==> config.mk <==
export PLATFORM = sky130hd
export DESIGN_NAME = lubi_top
export DESIGN_NICKNAME = d
export VERILOG_FILES = /design/src/lubi_pkg.sv /design/src/lubi_top.sv
export VERILOG_INCLUDE_DIRS = /design/src
export SDC_FILE = /design/constraint.sdc
export NUM_CORES = 1
export LEC_CHECK = 0
export BUFFER_PORTS_ARGS = -buffer_cell sky130_fd_sc_hd__buf_2
export CAP_MARGIN = 20
export CORE_MARGIN = 2
export CORE_UTILIZATION = 61
export DETAILED_ROUTE_END_ITERATION = 10
export PLACE_DENSITY = 0.85
export SLEW_MARGIN = 20
export SYNTH_ARGS = -nofsm -noshare
export SYNTH_HDL_FRONTEND = slang
export SYNTH_SLANG_ARGS = --single-unit
==> constraint.sdc <==
create_clock -name clk -period 6.8 [get_ports clk]
set_input_delay 0.34 -clock clk [delete_from_list [all_inputs] [get_ports clk]]
set_output_delay 0.34 -clock clk [all_outputs]
set_load 0.03 [all_outputs]
==> src/lubi_cfg.svh <==
`ifndef LUBI_CFG_SVH
`define LUBI_CFG_SVH

// Register word addresses
`define LUBI_ADDR_CTRL 4'h0
`define LUBI_ADDR_CMD 4'h1
`define LUBI_ADDR_STATUS 4'h2
`define LUBI_ADDR_RXDATA 4'h3
`define LUBI_ADDR_TXDATA 4'h4
`define LUBI_ADDR_DIVLO 4'h5
`define LUBI_ADDR_DIVHI 4'h6
`define LUBI_ADDR_DIVWORD 4'h7

// Control register fields
`define LUBI_CTRL_RXIRQEN 0
`define LUBI_CTRL_TXIRQEN 1
`define LUBI_CTRL_MODE_LSB 2
`define LUBI_CTRL_MODE_MSB 3
`define LUBI_CTRL_STARTSTOP 4
`define LUBI_CTRL_OUTCLK 5
`define LUBI_CTRL_DIRCLK 6
`define LUBI_CTRL_SLAVE 7
`define LUBI_CTRL_PAREN 8
`define LUBI_CTRL_TXENA 9
`define LUBI_CTRL_RXENA 10
`define LUBI_CTRL_WIDTH 11

// Command register fields (write only, self clearing)
`define LUBI_CMD_REARM 0
`define LUBI_CMD_SOFTCLR 1
`define LUBI_CMD_ERRCLR 2

// Status register fields
`define LUBI_STAT_RXFULL 0
`define LUBI_STAT_PARERR 1
`define LUBI_STAT_OVRUN 2
`define LUBI_STAT_FRMERR 3
`define LUBI_STAT_TXEMPTY 4
`define LUBI_STAT_RXVALID 5
`define LUBI_STAT_RXIRQ 6
`define LUBI_STAT_TXIRQ 7

// Reset values
`define LUBI_CTRL_RST 11'h000
`define LUBI_DIV_RST 15'h0000
`define LUBI_TXEMPTY_RST 1'b1

`endif

==> src/lubi_pkg.sv <==
package lubi_pkg;

    typedef enum logic [1:0] {
        LUBI_MODE_ASYNC = 2'b00,
        LUBI_MODE_MULTI = 2'b01,
        LUBI_MODE_SYNC = 2'b10,
        LUBI_MODE_LIN = 2'b11
    } lubi_mode_t;

    // Encoded as {outside select, direct select}
    typedef enum logic [1:0] {
        LUBI_SRC_INTERNAL = 2'b00,
        LUBI_SRC_UNUSED = 2'b01,
        LUBI_SRC_PIN_DIV = 2'b10,
        LUBI_SRC_PIN_DIRECT = 2'b11
    } lubi_clk_src_t;

    typedef logic [14:0] lubi_count_t;

endpackage

==> src/lubi_top.sv <==
`timescale 1ns/100ps
`include "lubi_cfg.svh"

// What this block does
// Receive word lands at first stop bit; unframed sync mode after last data bit.
// Receive interrupt when full or any error flag set and receive interrupt enable is 1.
// Word captured alongside an error is marked invalid for software.
// Parity error never set in multiprocessor or LIN mode.
// Overrun only when a new word completes while the full flag is still set.
// Transmit empty set when holding word moves to shifter; interrupt if enabled.
// Transmit empty is read only; only a holding register write clears it.
// Transmit empty resets to 1, so enabling its interrupt fires at once.
// No parity in LIN mode nor in sync mode without start/stop framing.
// Two select bits pick internal divided, pin divided or pin direct clock.
// Two independent 15-bit reload counters for transmit and receive, same reload.
// Each counter divides its source by reload value plus one.
// Reload 0 stops the counter; software uses at least 4 for async.
// Serial clock falls floor((reload+1)/2) source cycles into each period.
// Software keeps synchronous bit rate at or below machine clock over five.
// The external clock pin is synchronised to the internal clock before use.
// Writing the divisor starts the counters; byte and word writes accepted.
// Reading the divisor returns the live transmit counter value.
// Rearm command reloads both counters next cycle without clearing first.
// Async start bit falling edge restarts the receive counter.
// Reset clears reload value and both counters to zero, counters stopped.
// Soft clear zeroes both counters, keeps reload, counters restart at once.
// Reading receive data clears full flag; error clear command clears errors.
// Counters count down to zero then reload on the next source clock.
module lubi_top
    import lubi_pkg::*;
(
    input wire logic clk,
    input wire logic rst_b,
    input wire logic [3:0] regAddr,
    input wire logic [15:0] regWrData,
    input wire logic regWrStb,
    input wire logic regRdStb,
    output logic [15:0] regRdData,
    input wire logic serialClockPin,
    output logic txSerialClock,
    output logic rxSerialClock,
    output logic txBaudTick,
    output logic rxBaudTick,
    input wire logic rxStopSeen,
    input wire logic rxLastDataBit,
    input wire logic [7:0] rxWord,
    input wire logic rxParityBad,
    input wire logic rxStopBad,
    input wire logic rxStartFall,
    input wire logic txShiftIdle,
    output logic txShiftLoad,
    output logic [7:0] txShiftWord,
    output logic parityActive,
    output logic [1:0] frameMode,
    output logic rxIrq,
    output logic txIrq
);

    // Serial clock level: high for the first half of the period
    function automatic logic clkLevel(input lubi_count_t cnt, input lubi_count_t rel);
        logic [15:0] elapsed;
        logic [15:0] half;
        elapsed = {1'b0, rel} - {1'b0, cnt};
        half = ({1'b0, rel} + 16'h0001) >> 1;
        clkLevel = (rel != 15'h0000) && (elapsed < half);
    endfunction

    // One source tick of a reload counter
    function automatic lubi_count_t cntStep(input lubi_count_t cnt, input lubi_count_t rel,
                                            input logic srcTick);
        cntStep = cnt;
        if (srcTick && rel != 15'h0000)
        begin
            if (cnt == 15'h0000)
            begin
                cntStep = rel;
            end
            else
            begin
                cntStep = cnt - 15'h0001;
            end
        end
    endfunction

    // Period start marker of a reload counter
    function automatic logic cntWrap(input lubi_count_t cnt, input lubi_count_t rel,
                                     input logic srcTick);
        cntWrap = srcTick && (rel != 15'h0000) && (cnt == 15'h0000);
    endfunction

    // Register state
    logic [10:0] ctrl_r;
    logic [10:0] ctrl_nxt;
    lubi_count_t reload_r;
    lubi_count_t reload_nxt;
    lubi_count_t txCnt_r;
    lubi_count_t txCnt_nxt;
    lubi_count_t rxCnt_r;
    lubi_count_t rxCnt_nxt;
    logic [15:0] rdData_r;
    logic [15:0] rdData_nxt;

    // Pin synchroniser and edge memory
    logic pinMeta_r;
    logic pinSync_r;
    logic pinPrev_r;

    // Serial clock outputs
    logic txClk_r;
    logic txClk_nxt;
    logic rxClk_r;
    logic rxClk_nxt;
    logic txTick_r;
    logic txTick_nxt;
    logic rxTick_r;
    logic rxTick_nxt;

    // Flag state
    logic rxFull_r;
    logic rxFull_nxt;
    logic parErr_r;
    logic parErr_nxt;
    logic overrun_r;
    logic overrun_nxt;
    logic frmErr_r;
    logic frmErr_nxt;
    logic txEmpty_r;
    logic txEmpty_nxt;
    logic [7:0] rxHold_r;
    logic [7:0] rxHold_nxt;
    logic [7:0] txHold_r;
    logic [7:0] txHold_nxt;
    logic [7:0] txShift_r;
    logic [7:0] txShift_nxt;
    logic txLoad_r;
    logic txLoad_nxt;
    logic parAct_r;
    logic parAct_nxt;

    // Decoded controls
    lubi_mode_t mode;
    lubi_clk_src_t clkSrc;
    logic startStop;
    logic unframedSync;
    logic wrCtrl;
    logic wrCmd;
    logic wrTx;
    logic wrDivLo;
    logic wrDivHi;
    logic wrDivWord;
    logic divWrite;
    logic rdRx;
    logic rearm;
    logic softClr;
    logic errClr;
    logic pinRise;
    logic srcTick;
    logic txWrap;
    logic rxWrap;
    logic rxCapture;
    logic rxRestart;
    logic txStart;
    logic [15:0] status;

    always_comb
    begin
        mode = lubi_mode_t'(ctrl_r[`LUBI_CTRL_MODE_MSB:`LUBI_CTRL_MODE_LSB]);
        clkSrc = lubi_clk_src_t'({ctrl_r[`LUBI_CTRL_OUTCLK], ctrl_r[`LUBI_CTRL_DIRCLK]});
        startStop = ctrl_r[`LUBI_CTRL_STARTSTOP];
        unframedSync = (mode == LUBI_MODE_SYNC) && !startStop;
        wrCtrl = regWrStb && (regAddr == `LUBI_ADDR_CTRL);
        wrCmd = regWrStb && (regAddr == `LUBI_ADDR_CMD);
        wrTx = regWrStb && (regAddr == `LUBI_ADDR_TXDATA);
        wrDivLo = regWrStb && (regAddr == `LUBI_ADDR_DIVLO);
        wrDivHi = regWrStb && (regAddr == `LUBI_ADDR_DIVHI);
        wrDivWord = regWrStb && (regAddr == `LUBI_ADDR_DIVWORD);
        divWrite = wrDivLo || wrDivHi || wrDivWord;
        rdRx = regRdStb && (regAddr == `LUBI_ADDR_RXDATA);
        rearm = wrCmd && regWrData[`LUBI_CMD_REARM];
        softClr = wrCmd && regWrData[`LUBI_CMD_SOFTCLR];
        errClr = wrCmd && regWrData[`LUBI_CMD_ERRCLR];
        // Edge taken from the second synchroniser stage only
        pinRise = pinSync_r && !pinPrev_r;
    end

    // Control and divisor registers
    always_comb
    begin
        ctrl_nxt = ctrl_r;
        reload_nxt = reload_r;
        if (wrCtrl)
        begin
            ctrl_nxt = regWrData[`LUBI_CTRL_WIDTH-1:0];
        end
        if (wrDivLo)
        begin
            reload_nxt = {reload_r[14:8], regWrData[7:0]};
        end
        if (wrDivHi)
        begin
            reload_nxt = {regWrData[6:0], reload_r[7:0]};
        end
        if (wrDivWord)
        begin
            reload_nxt = regWrData[14:0];
        end
    end

    always_ff @(posedge clk)
    begin
        if (!rst_b)
        begin
            ctrl_r <= `LUBI_CTRL_RST;
            reload_r <= `LUBI_DIV_RST;
        end
        else
        begin
            ctrl_r <= ctrl_nxt;
            reload_r <= reload_nxt;
        end
    end

    // Reload counters and serial clock generation
    always_comb
    begin
        case (clkSrc)
            LUBI_SRC_INTERNAL: srcTick = 1'b1;
            LUBI_SRC_PIN_DIV: srcTick = pinRise;
            LUBI_SRC_PIN_DIRECT: srcTick = pinRise;
            default: srcTick = 1'b1;
        endcase
        txWrap = cntWrap(txCnt_r, reload_r, srcTick);
        rxWrap = cntWrap(rxCnt_r, reload_r, srcTick);
        rxRestart = rxStartFall && (mode != LUBI_MODE_SYNC);
        // Two separate counters sharing one reload value
        txCnt_nxt = cntStep(txCnt_r, reload_r, srcTick);
        rxCnt_nxt = cntStep(rxCnt_r, reload_r, srcTick);
        if (softClr)
        begin
            txCnt_nxt = 15'h0000;
            rxCnt_nxt = 15'h0000;
        end
        else if (divWrite)
        begin
            txCnt_nxt = reload_nxt;
            rxCnt_nxt = reload_nxt;
        end
        else if (rearm)
        begin
            txCnt_nxt = reload_r;
            rxCnt_nxt = reload_r;
        end
        else if (rxRestart)
        begin
            rxCnt_nxt = reload_r;
        end
        if (clkSrc == LUBI_SRC_PIN_DIRECT)
        begin
            txClk_nxt = pinSync_r;
            rxClk_nxt = pinSync_r;
            txTick_nxt = pinRise;
            rxTick_nxt = pinRise;
        end
        else
        begin
            txClk_nxt = clkLevel(txCnt_nxt, reload_r);
            rxClk_nxt = clkLevel(rxCnt_nxt, reload_r);
            txTick_nxt = txWrap && !softClr;
            rxTick_nxt = rxWrap && !softClr;
        end
    end

    always_ff @(posedge clk)
    begin
        if (!rst_b)
        begin
            txCnt_r <= 15'h0000;
            rxCnt_r <= 15'h0000;
            pinMeta_r <= 1'b0;
            pinSync_r <= 1'b0;
            pinPrev_r <= 1'b0;
            txClk_r <= 1'b0;
            rxClk_r <= 1'b0;
            txTick_r <= 1'b0;
            rxTick_r <= 1'b0;
        end
        else
        begin
            txCnt_r <= txCnt_nxt;
            rxCnt_r <= rxCnt_nxt;
            pinMeta_r <= serialClockPin;
            pinSync_r <= pinMeta_r;
            pinPrev_r <= pinSync_r;
            txClk_r <= txClk_nxt;
            rxClk_r <= rxClk_nxt;
            txTick_r <= txTick_nxt;
            rxTick_r <= rxTick_nxt;
        end
    end

    // Receive and transmit flags
    always_comb
    begin
        rxCapture = ctrl_r[`LUBI_CTRL_RXENA] && (unframedSync ? rxLastDataBit : rxStopSeen);
        parAct_nxt = ctrl_nxt[`LUBI_CTRL_PAREN];
        if (ctrl_nxt[`LUBI_CTRL_MODE_MSB:`LUBI_CTRL_MODE_LSB] == LUBI_MODE_LIN)
        begin
            parAct_nxt = 1'b0;
        end
        if (ctrl_nxt[`LUBI_CTRL_MODE_MSB:`LUBI_CTRL_MODE_LSB] == LUBI_MODE_MULTI)
        begin
            parAct_nxt = 1'b0;
        end
        if (ctrl_nxt[`LUBI_CTRL_MODE_MSB:`LUBI_CTRL_MODE_LSB] == LUBI_MODE_SYNC
            && !ctrl_nxt[`LUBI_CTRL_STARTSTOP])
        begin
            parAct_nxt = 1'b0;
        end
        rxHold_nxt = rxCapture ? rxWord : rxHold_r;
        // A completing word wins over a read in the same cycle
        rxFull_nxt = rxCapture ? 1'b1 : (rdRx ? 1'b0 : rxFull_r);
        overrun_nxt = overrun_r;
        parErr_nxt = parErr_r;
        frmErr_nxt = frmErr_r;
        if (errClr)
        begin
            overrun_nxt = 1'b0;
            parErr_nxt = 1'b0;
            frmErr_nxt = 1'b0;
        end
        if (rxCapture && rxFull_r && !rdRx)
        begin
            overrun_nxt = 1'b1;
        end
        if (rxCapture && parAct_r && rxParityBad)
        begin
            parErr_nxt = 1'b1;
        end
        if (rxCapture && rxStopBad && !unframedSync)
        begin
            frmErr_nxt = 1'b1;
        end
        txStart = !txEmpty_r && txShiftIdle && txTick_r && ctrl_r[`LUBI_CTRL_TXENA];
        txHold_nxt = wrTx ? regWrData[7:0] : txHold_r;
        txShift_nxt = txStart ? txHold_r : txShift_r;
        txLoad_nxt = txStart;
        // A write in the load cycle refills the holder, so the flag stays clear
        if (wrTx)
        begin
            txEmpty_nxt = 1'b0;
        end
        else if (txStart)
        begin
            txEmpty_nxt = 1'b1;
        end
        else
        begin
            txEmpty_nxt = txEmpty_r;
        end
    end

    always_ff @(posedge clk)
    begin
        if (!rst_b)
        begin
            rxFull_r <= 1'b0;
            parErr_r <= 1'b0;
            overrun_r <= 1'b0;
            frmErr_r <= 1'b0;
            txEmpty_r <= `LUBI_TXEMPTY_RST;
            rxHold_r <= 8'h00;
            txHold_r <= 8'h00;
            txShift_r <= 8'h00;
            txLoad_r <= 1'b0;
            parAct_r <= 1'b0;
        end
        else
        begin
            rxFull_r <= rxFull_nxt;
            parErr_r <= parErr_nxt;
            overrun_r <= overrun_nxt;
            frmErr_r <= frmErr_nxt;
            txEmpty_r <= txEmpty_nxt;
            rxHold_r <= rxHold_nxt;
            txHold_r <= txHold_nxt;
            txShift_r <= txShift_nxt;
            txLoad_r <= txLoad_nxt;
            parAct_r <= parAct_nxt;
        end
    end

    // Read path, data one cycle after the strobe
    always_comb
    begin
        status = 16'h0000;
        status[`LUBI_STAT_RXFULL] = rxFull_r;
        status[`LUBI_STAT_PARERR] = parErr_r;
        status[`LUBI_STAT_OVRUN] = overrun_r;
        status[`LUBI_STAT_FRMERR] = frmErr_r;
        status[`LUBI_STAT_TXEMPTY] = txEmpty_r;
        status[`LUBI_STAT_RXVALID] = rxFull_r && !(parErr_r || overrun_r || frmErr_r);
        status[`LUBI_STAT_RXIRQ] = rxIrq;
        status[`LUBI_STAT_TXIRQ] = txIrq;
        rdData_nxt = 16'h0000;
        if (regRdStb)
        begin
            case (regAddr)
                `LUBI_ADDR_CTRL: rdData_nxt = {5'h00, ctrl_r};
                `LUBI_ADDR_STATUS: rdData_nxt = status;
                `LUBI_ADDR_RXDATA: rdData_nxt = {8'h00, rxHold_r};
                `LUBI_ADDR_DIVLO: rdData_nxt = {8'h00, txCnt_r[7:0]};
                `LUBI_ADDR_DIVHI: rdData_nxt = {9'h000, txCnt_r[14:8]};
                `LUBI_ADDR_DIVWORD: rdData_nxt = {1'b0, txCnt_r};
                default: rdData_nxt = 16'h0000;
            endcase
        end
    end

    always_ff @(posedge clk)
    begin
        if (!rst_b)
        begin
            rdData_r <= 16'h0000;
        end
        else
        begin
            rdData_r <= rdData_nxt;
        end
    end

    always_comb
    begin
        rxIrq = ctrl_r[`LUBI_CTRL_RXIRQEN] && (rxFull_r || parErr_r || overrun_r || frmErr_r);
        txIrq = ctrl_r[`LUBI_CTRL_TXIRQEN] && txEmpty_r;
        regRdData = rdData_r;
        txSerialClock = txClk_r;
        rxSerialClock = rxClk_r;
        txBaudTick = txTick_r;
        rxBaudTick = rxTick_r;
        txShiftLoad = txLoad_r;
        txShiftWord = txShift_r;
        parityActive = parAct_r;
        frameMode = ctrl_r[`LUBI_CTRL_MODE_MSB:`LUBI_CTRL_MODE_LSB];
    end

endmodule

## After elaboration in Yosys (flattened, before gate mapping)

Index checks and enable logic that the tools add are counted.

- Add/sub/neg operators: 5
- Multiply operators: 0
- Div/mod/pow operators: 0
- $lt $le $gt $ge: 2
- Equal/unequal tests: 14
- Shift operators: 0
- Muxes and demuxes: 30
- Bitwise logic cells: 1
- Reduce and logical (&&, ||, !) cells: 61

Operators with widths:

| cell | number |
|---|---|
| two-way mux 15 bit | 13 |
| one-hot mux 15 bit (6 select lines) | 1 |
| logical AND 1 bit | 34 |
| less-than comparator 16 x 15 -> 1 bit | 2 |
| subtractor 15 x 15 -> 16 bit | 2 |
| zero test 15 bit | 2 |
| subtractor 15 x 1 -> 15 bit, second input constant | 2 |
| adder 15 x 1 -> 16 bit, second input constant | 1 |
| == test 4 x 3 -> 1 bit, second input constant | 4 |
| nonzero test 15 bit | 1 |
| two-way mux 1 bit | 14 |
| == test 2 bit, second input constant | 5 |
| nonzero test 2 bit | 5 |
| two-way mux 9 bit | 1 |
| == test 4 x 2 -> 1 bit, second input constant | 2 |
| zero test 1 bit | 8 |
| two-way mux 8 bit | 1 |
| logical OR 1 bit | 7 |
| == test 4 x 1 -> 1 bit, second input constant | 1 |
| zero test 4 bit | 1 |
| OR reduction 4 bit | 1 |
| == test 2 x 1 -> 1 bit, second input constant | 1 |
| != test 2 bit, second input constant | 1 |
| AND reduction 2 bit | 1 |
| 2 further kinds | 2 |

- Register bits after elaboration: 110
- Bits in latches: 0
- RAM bits: 0
- Bits in read-only memories: 0
- Bits of input ports: 39
- Word-level logic and storage cells: 136
- Memories: 0

## Depth between registers and ports, before layout

Gate-level depths: netlist of the first run.

- Depth after elaboration: 13
- Gate-level depth with buffers: 26
- Mapped depth without buffers: 24

## Least setup slack after synthesis of the first run

Ideal clock, no wire load.

- Path kind: register to register
- Start point: reg reload_r[0]
- End point: reg rxClk_r, in the netlist rxSerialClock
- Arrival time: 4.960 ns
- Setup slack: 1.771 ns
- Stages on the path, launching flop included: 23
- Buffers on the path: 2
- Clock period less this slack: 5.029 ns
- Cells stage by stage: dfxtp_1 > clkbuf_1 > inv_1 > ha_1 > nor4b_1 > and4_1 > buf_2 > o41ai_4 > nor2_2 > o22ai_1 > nand2_1 > ha_1 > nor2b_1 > o31a_1 > o31a_1 > o41ai_1 > or4bb_1 > nand4_1 > ha_1 > a21o_1 > a2111oi_0 > a21oi_1 > a21oi_1

- Word-level cells in the longest chain between the ends: 11
- Elaborated cells between the ends (all ways): 16
- Those cells by class: add/sub: 2; order compare: 1; mux: 10; reduce/logical: 3

Ends and longest elaborated chain:

| what | RTL line | text |
|---|---|---|
| start: declaration | lubi_top.sv:94 | `lubi_count_t reload_r;` |
| start signal: assignment | lubi_top.sv:214 | `` reload_r <= `LUBI_DIV_RST; `` |
| start signal: assignment | lubi_top.sv:219 | `reload_r <= reload_nxt;` |
| nonzero test 15 bit | lubi_top.sv:65, lubi_top.sv:72 |  |
| logical AND 1 bit | lubi_top.sv:72 | `if (srcTick && rel != 15'h0000)` |
| two-way mux 15 bit | lubi_top.sv:72 |  |
| two-way mux 15 bit | lubi_top.sv:253 | `else if (rxRestart)` |
| two-way mux 15 bit | lubi_top.sv:248 | `else if (rearm)` |
| two-way mux 15 bit | lubi_top.sv:243 | `else if (divWrite)` |
| two-way mux 15 bit | lubi_top.sv:238 | `if (softClr)` |
| subtractor 15 x 15 -> 16 bit | lubi_top.sv:63 | `elapsed = {1'b0, rel} - {1'b0, cnt};` |
| less-than comparator 16 x 15 -> 1 bit | lubi_top.sv:65 | `clkLevel = (rel != 15'h0000) && (elapsed < half);` |
| logical AND 1 bit (*) | lubi_top.sv:65 |  |
| two-way mux 1 bit (*) | lubi_top.sv:257 | `if (clkSrc == LUBI_SRC_PIN_DIRECT)` |
| end signal: assignment | lubi_top.sv:295 | `rxClk_r <= rxClk_nxt;` |
| end: declaration | lubi_top.sv:111 | `logic rxClk_r;` |

Every way passes the cells marked *; elsewhere a longest branch is shown, timed or not.
A chain may end at the register's enable or synchronous reset.

## Final worst setup path of the first run

Ends and elaborated chain as after synthesis.

==> results of run 1 <==
[cell type report]
cell class	instances	area (um2)
Clock buffer	9	225.2
Clock inverter	7	77.57
Fill cell	1064	4061
Inverter	20	75.07
Multi-Input combinational cell	786	5270
Sequential cell	109	2182
Tap cell	172	215.2
Timing Repair Buffer	78	410.4
[layer usage]
| metal | vias to the layer above | global-route usage, % | wire length, um |
|---|---|---|---|
| met5 | - | 0 | 0 |
| li1 | 3630 | - | - |
| met3 | 75 | 7.058 | 2437 |
| met2 | 483 | 51.51 | 10240 |
| met1 | 3593 | 46.76 | 9749 |
| met4 | 0 | 8.706 | 545 |
[cells in the mapped netlist, types with 8 or more instances]
cell type  instances  area, um2
a21oi_1           82      410.4
a22oi_1           24      180.2
a31oi_1           13      81.33
and2_1            20      125.1
and3_1            15      93.84
clkbuf_1          36      135.1
dfxtp_1          109       2182
ha_1              65      813.3
inv_1             20      75.07
mux2i_1           21      210.2
nand2_1          113      424.2
nand3_1           27      135.1
nand4_1           17      106.4
nor2_1            95      356.6
nor2b_1           12      75.07
nor3_1            27      135.1
nor4_1             8      50.05
o2111a_1          11      123.9
o211ai_1          13      97.59
o21ai_0           27      135.1
xnor2_1           33      289.0
xor2_1            23      201.4
[through the flow]
step | hold slack [ns] | std cells
final | 0.2017 | 1181
after global routing | 0.2228 | 1181
after CTS | 0.2005 | 1181
after detailed placement | 0.4368 | 1165
after global placement | 0.4292 | 1165
after floorplan | 0.4119 | 963
[worst max-delay path, stage by stage, from the launching register on]
cell	delay (ns)
dfxtp_1	0.46
inv_1	0.26
ha_1	0.25
nor4b_1	0.38
and4_1	0.72
o41ai_4	0.19
nor2_2	0.34
o22ai_1	0.18
nand2_1	0.17
ha_1	0.24
nor2b_1	0.14
o31a_1	0.28
o31a_1	0.29
o41ai_1	0.70
or4bb_1	0.22
nand4_1	0.08
ha_1	0.32
a21o_1	0.16
a2111oi_0	0.43
a21oi_1	0.16
a21oi_1	0.15
[registers in the layout (all words and copies together), names as in the netlist]
register and cells:
ctrl_r 11, frmErr_r 1, overrun_r 1, parErr_r 1, parityActive 1, pinMeta_r 1
pinPrev_r 1, pinSync_r 1, regRdData 15, reload_r 15, rxBaudTick 1, rxCnt_r 15
rxFull_r 1, rxHold_r 8, rxSerialClock 1, txBaudTick 1, txCnt_r 15, txEmpty_r 1
txHold_r 8, txSerialClock 1, txShiftLoad 1, txShiftWord 8
[cell families (layout without fill, tap and decap cells)]
| family | Yosys count | in the layout | synth area share, % |
|---|---|---|---|
| AOI/OAI and AO/OA | 254 | 254 | 22.96 |
| xor gates and xnor gates | 56 | 56 | 6.337 |
| buffers and inverters | 68 | 114 | 3.718 |
| adders and majority gates | 67 | 67 | 11.02 |
| and+or+nand+nor | 384 | 384 | 24.57 |
| DFF | 109 | 109 | 28.19 |
| muxes | 24 | 24 | 3.152 |
| other | 1 | 1 | 0.04845 |
[where the power goes]
part	internal [mW]	total [mW]	switching [mW]	leakage, nW
combinational	0.648	1.55	0.899	2.38
sequential	0.691	0.785	0.0938	0.885
clock	0.260	0.525	0.265	0.144
total	1.60	2.86	1.26	3.41
[final timing paths]
path,start,endpoint,slack [ns]
setup / recovery,reload_r[0],rxSerialClock,0.58
hold / removal,serialClockPin,pinMeta_r,0.20
setup reg to reg,reload_r[0],rxSerialClock,0.58
hold reg to reg,pinMeta_r,pinSync_r,0.45
[cells in the final DEF, fill, tap and decap left out, types with 8 or more instances in the layout]
cell	instances
nand2_1	113
dfxtp_1	109
nor2_1	95
a21oi_1	82
buf_2	70
ha_1	65
xnor2_1	33
nor3_1	27
nand3_1	27
o21ai_0	26
a22oi_1	24
xor2_1	23
mux2i_1	21
and2_1	20
inv_1	19
nand4_1	17
and3_1	15
o211ai_1	13
a31oi_1	13
nor2b_1	12
o2111a_1	11
clkbuf_16	9
nor4_1	8
buf_4	8
==> qor.yml, run 1 <==
logic_synthesis:
  synth_seq_area_share_pct: 28.19
  syn_avg_cell_area_um2: 8.037
  synth_cell_types: 83
  synth_area_um2: 7740
  synth_cells: 963
  synth_edf_count: 0
  ys.flop_type: "dfxtp_1"
  ys_seq_elements: 109
  async_reset_ff_share_pct: 0
  synth.net_count: 1069
  yosys_warnings: 0
clock_network:
  cts_tree: "yes"
  root_buffer: "clkbuf_16"
  clkTransAtPathRegs_ns: 0.08
  htreeDepth: 3
  clock_path_buffers: 2
  cts.sinks: 109
  cts.repair.resized: 0
  cts_made_buffers: 9
  postCtsHoldBufs: 0
  cts_setup_buffers: 0
  clock_latency_ns: 0.36
sta:
  final-setup-viol-count: 0
  clock_skew_ns: 0.01266
  fin_tns_setup_ns: 0
  slew_violations: 0
  rsz0062_at_grt: "no"
  layout_setup_ws_ns: 0.5803
  hold_viol: 0
  min_period_ns: 6.220
  fmax_mhz: 160.8
  post-route-period-util_pct: 91.47
  maxSlewHeadroom_pct: 32.16
  tightest_slew_ns: 1.018
routing:
  routed_wl_um: 22970
  vias_per_cell: 6.588
  ant_nets: 0
  drt_pass1_iterations: 6
  vias: 7781
  drc: 0
  wl_per_cell_um: 19.45
  drtIter0Drc: 1160
pwr:
  power_leakage_nw: 3.405
  pwr_density_cell_nw_per_um2: 337.9
  fin_total_pwr_mw: 2.857
  ir_worst_vdd_mv: 0.2130
die:
  initial_utilization_pct: 61.84
  dieWidth_um: 116.6
  rows: 41
  io_pins: 73
  core-area_um2: 12520
  dieArea_um2: 13600
  die-height_um: 116.6
worst_setup_path:
  criticalPathCategory: "register to register"
  required_ns: 7.08
  critPathCaptureType: "register"
  startpoint_type: "register"
  cp.arrival_ns: 6.50
  ff2ff_path_depth: 20
  worstPathMaxFanout: 13
run:
  maxCapViolations: 0
finish:
  final_core_util_pct: 67.55
  layout-drive-gt1-share_pct: 11.50
  area_growth_pct: 9.247
  fin_area_um2: 8456
  final_nets: 1110
  diodes: 0
hold_path:
  holdPathStages: 2
  worstHoldPathType: "input port to register"
grt:
  grt_max_degree: 38
  grt_usage_pct: 33.10
  overflow: 0
  antenna_found_initial: 0
  grt_first_pass_wirelength_um: 35110
  grt_pass1_vias: 6711
place:
  port_buffers: 70
  pre_cts_slack_ns: 0.8309
  placed_area_um2: 8153
  hpwl_um: 17710
  gp_congestion: 1.036
outcome:
  outcome: "completed"
(Power assumes the default switching activity.)
==> inputs of run 2 (changes only) <==
--- a/config.mk
+++ b/config.mk
@@ -6,12 +6,13 @@
 export SDC_FILE = /design/constraint.sdc
 export NUM_CORES = 1
 export LEC_CHECK = 0
+export ABC_AREA = 1
 export BUFFER_PORTS_ARGS = -buffer_cell sky130_fd_sc_hd__buf_2
 export CAP_MARGIN = 20
 export CORE_MARGIN = 2
 export CORE_UTILIZATION = 61
 export DETAILED_ROUTE_END_ITERATION = 10
-export PLACE_DENSITY = 0.85
+export PLACE_DENSITY = 0.84
 export SLEW_MARGIN = 20
 export SYNTH_ARGS = -nofsm -noshare
 export SYNTH_HDL_FRONTEND = slang
==> run 2 against run 1 <==
  * Combinational power shrank 14%
  * Core utilization shrank 0.71 points
  * Sequential share of layout area shrank 0.96 points
  * Highest routed layer unchanged
==> qor.yml, run 2 <==
outcome:
  outcome: "completed"
worst_setup_path:
  crit_slowest_cell: "o21ai_2"
  cp.arrival_ns: 5.35
  crit_start: "reload_r[1]"
  r2r-start: "reload_r[1]"
  critPathCaptureType: "register"
  startpoint_type: "register"
  critPathMaxStageDelay_ns: 0.61
  criticalPathCategory: "register to register"
  cpMostUsedCell: "nand2_1"
  required_ns: 7.10
  worstPathMaxFanout: 30
routing:
  wl_per_cell_um: 16.07
  vias_per_cell: 5.765
  drtIter0Drc: 1088
  vias: 8659
  routed_wl_um: 24140
  drt_pass1_iterations: 6
  ant_nets: 0
  drc: 0
die:
  core-area_um2: 13140
  dieWidth_um: 119.3
  rows: 42
  initial_utilization_pct: 61.76
  dieArea_um2: 14240
  die-height_um: 119.3
  io_pins: 73
logic_synthesis:
  yosys_warnings: 0
  ys_top_cells_by_count: "313 x nand2_1, 159 x nor2_1, 150 x inv_1, 110 x a21oi_1, 110 x nand3_1"
  async_reset_ff_share_pct: 0
  synth_seq_area_share_pct: 26.89
  synth_cell_types: 46
  synth_area_um2: 8114
  synth_top_cell_by_area: "dfxtp_1"
  synth_edf_count: 0
  ys.flop_type: "dfxtp_1"
  yosysTopAreaCellShare_pct: 26.89
  syn_avg_cell_area_um2: 6.364
  yosys-top-cells-area: "dfxtp_1 27%, nand2_1 14%, ha_1 10%"
  yosysMostFrequentCell: "nand2_1"
  synth_cells: 1275
  synth.net_count: 1381
  ys_seq_elements: 109
hold_path:
  worstHoldPathType: "input port to register"
  min-delay-start: "serialClockPin"
pwr:
  ir_worst_vdd_mv: 0.1501
  pwr_density_cell_nw_per_um2: 296.1
  power_leakage_nw: 4.356
clock_network:
  root_buffer: "clkbuf_16"
  htreeDepth: 3
  cts.sinks: 109
  clkTransAtPathRegs_ns: 0.08
  cts.repair.resized: 0
  clock_latency_ns: 0.37
  cts_tree: "yes"
  postCtsHoldBufs: 0
  clock_path_buffers: 2
  cts_made_buffers: 9
  cts_setup_buffers: 0
sta:
  fmax_mhz: 197.7
  min_period_ns: 5.058
  fin_tns_setup_ns: 0
  rsz0062_at_grt: "no"
  tightest_slew_ns: 0.6452
  slew_violations: 0
  post-route-period-util_pct: 74.39
  whs_ns: 0.1485
  layout_setup_ws_ns: 1.742
  hold_viol: 0
  clock_skew_ns: 0.01380
  final-setup-viol-count: 0
  maxSlewHeadroom_pct: 56.98
finish:
  nFillCells: 1227
  regArea_um2: 2182
  area_growth_pct: 8.234
  layout-drive-gt1-share_pct: 9.276
  final_common_cell: "nand2_1"
  most-common-layout-cells: "313 x nand2_1, 158 x nor2_1, 149 x inv_1, 110 x nand3_1, 110 x a21oi_1"
  multi_input_area_um2: 5129
  final_nets: 1427
  diodes: 0
place:
  gp_congestion: 1.020
  hpwl_um: 18960
  pre_cts_slack_ns: 1.930
  port_buffers: 70
grt:
  overflow: 0
  grt_pass1_vias: 7710
  grt_max_degree: 49
  antenna_found_initial: 0
  grt_first_pass_wirelength_um: 38500
  grt_usage_pct: 34.01
run:
  maxCapViolations: 0
-- run 2: changes by cell type after synthesis, sizes merged, moves of 13 or more --
cell	previous run	this run
clkbuf	36	16
a22oi	24	0
nor2	98	177
and3	15	1
nand3	27	111
nor2b	13	0
and2	20	2
o21ai	28	87
xnor2	33	10
inv	20	155
o211ai	13	0
nand2	114	318
mux2i	21	0
a21oi	82	110
-- run 2: worst max-delay path: cells and delay by family, from the launching register on --
| kind | cells | cell delay [ns] |
|---|---|---|
| compound gates | 8 | 1.91 |
| simple gates | 11 | 1.12 |
| fa+ha+maj | 3 | 0.91 |
| flops | 1 | 0.57 |
| buf+inv | 2 | 0.26 |
| xor+xnor | 1 | 0.23 |
-- run 2: path summary, 6_finish.rpt --
check	endpoint	slack, ns	cells after the start
worst max-delay path	txSerialClock	1.74	25
worst min-delay path	pinMeta_r	0.15	3
worst max register to register	txSerialClock	1.74	25
worst min register to register	pinSync_r	0.42	2
-- run 2: kinds of logic (layout without fill, tap and decap cells) --
| family | Yosys count | in the layout | synth area share [%] |
|---|---|---|---|
| adder cells (fa/ha/maj) | 67 | 67 | 10.52 |
| flip-flops | 109 | 109 | 26.89 |
| other | 1 | 1 | 0.04622 |
| XOR/XNOR | 35 | 35 | 3.778 |
| AO/OA/AOI/OAI | 225 | 225 | 14.76 |
| AND/OR/NAND/NOR | 644 | 644 | 33.94 |
| multiplexers | 1 | 1 | 0.1388 |
| buffers and inverters | 193 | 244 | 9.931 |
-- run 2: area by class of cell --
| cell class | count | share of cell area, % |
|---|---|---|
| Clock buffer | 9 | 2.564 |
| Clock inverter | 7 | 0.8548 |
| Inverter | 156 | 6.668 |
| Multi-Input combinational cell | 973 | 58.40 |
| Sequential cell | 109 | 24.85 |
| Tap cell | 176 | 2.507 |
| Timing Repair Buffer | 72 | 4.160 |
-- run 2: where the power goes --
| part | internal, mW | leakage (nW) | total (mW) | switching, mW |
|---|---|---|---|---|
| combinational | 0.461 | 3.32 | 1.33 | 0.873 |
| clock | 0.263 | 0.150 | 0.537 | 0.274 |
| sequential | 0.682 | 0.886 | 0.729 | 0.0476 |
-- run 2: per-stage QoR --
| step | cells | power (mW) | instance area (um2) | util [%] |
|---|---|---|---|---|
| floorplan | 1275 | 1.741 | 8114 | - |
| global placement | 1486 | 2.014 | 8482 | 64.56 |
| detailed placement | 1486 | 2.040 | 8482 | 64.56 |
| CTS | 1502 | 2.571 | 8782 | 66.85 |
| global route | 1502 | 2.807 | 8782 | 66.85 |
| finish | 1502 | 2.600 | 8782 | 66.85 |
-- run 2: per-layer routing --
metal | share of wire (%) | GRT usage, %
met1 | 43 | 47.17
met2 | 44 | 53.48
met3 | 9.5 | 5.891
met4 | 3.3 | 11.69
met5 | 0 | 0
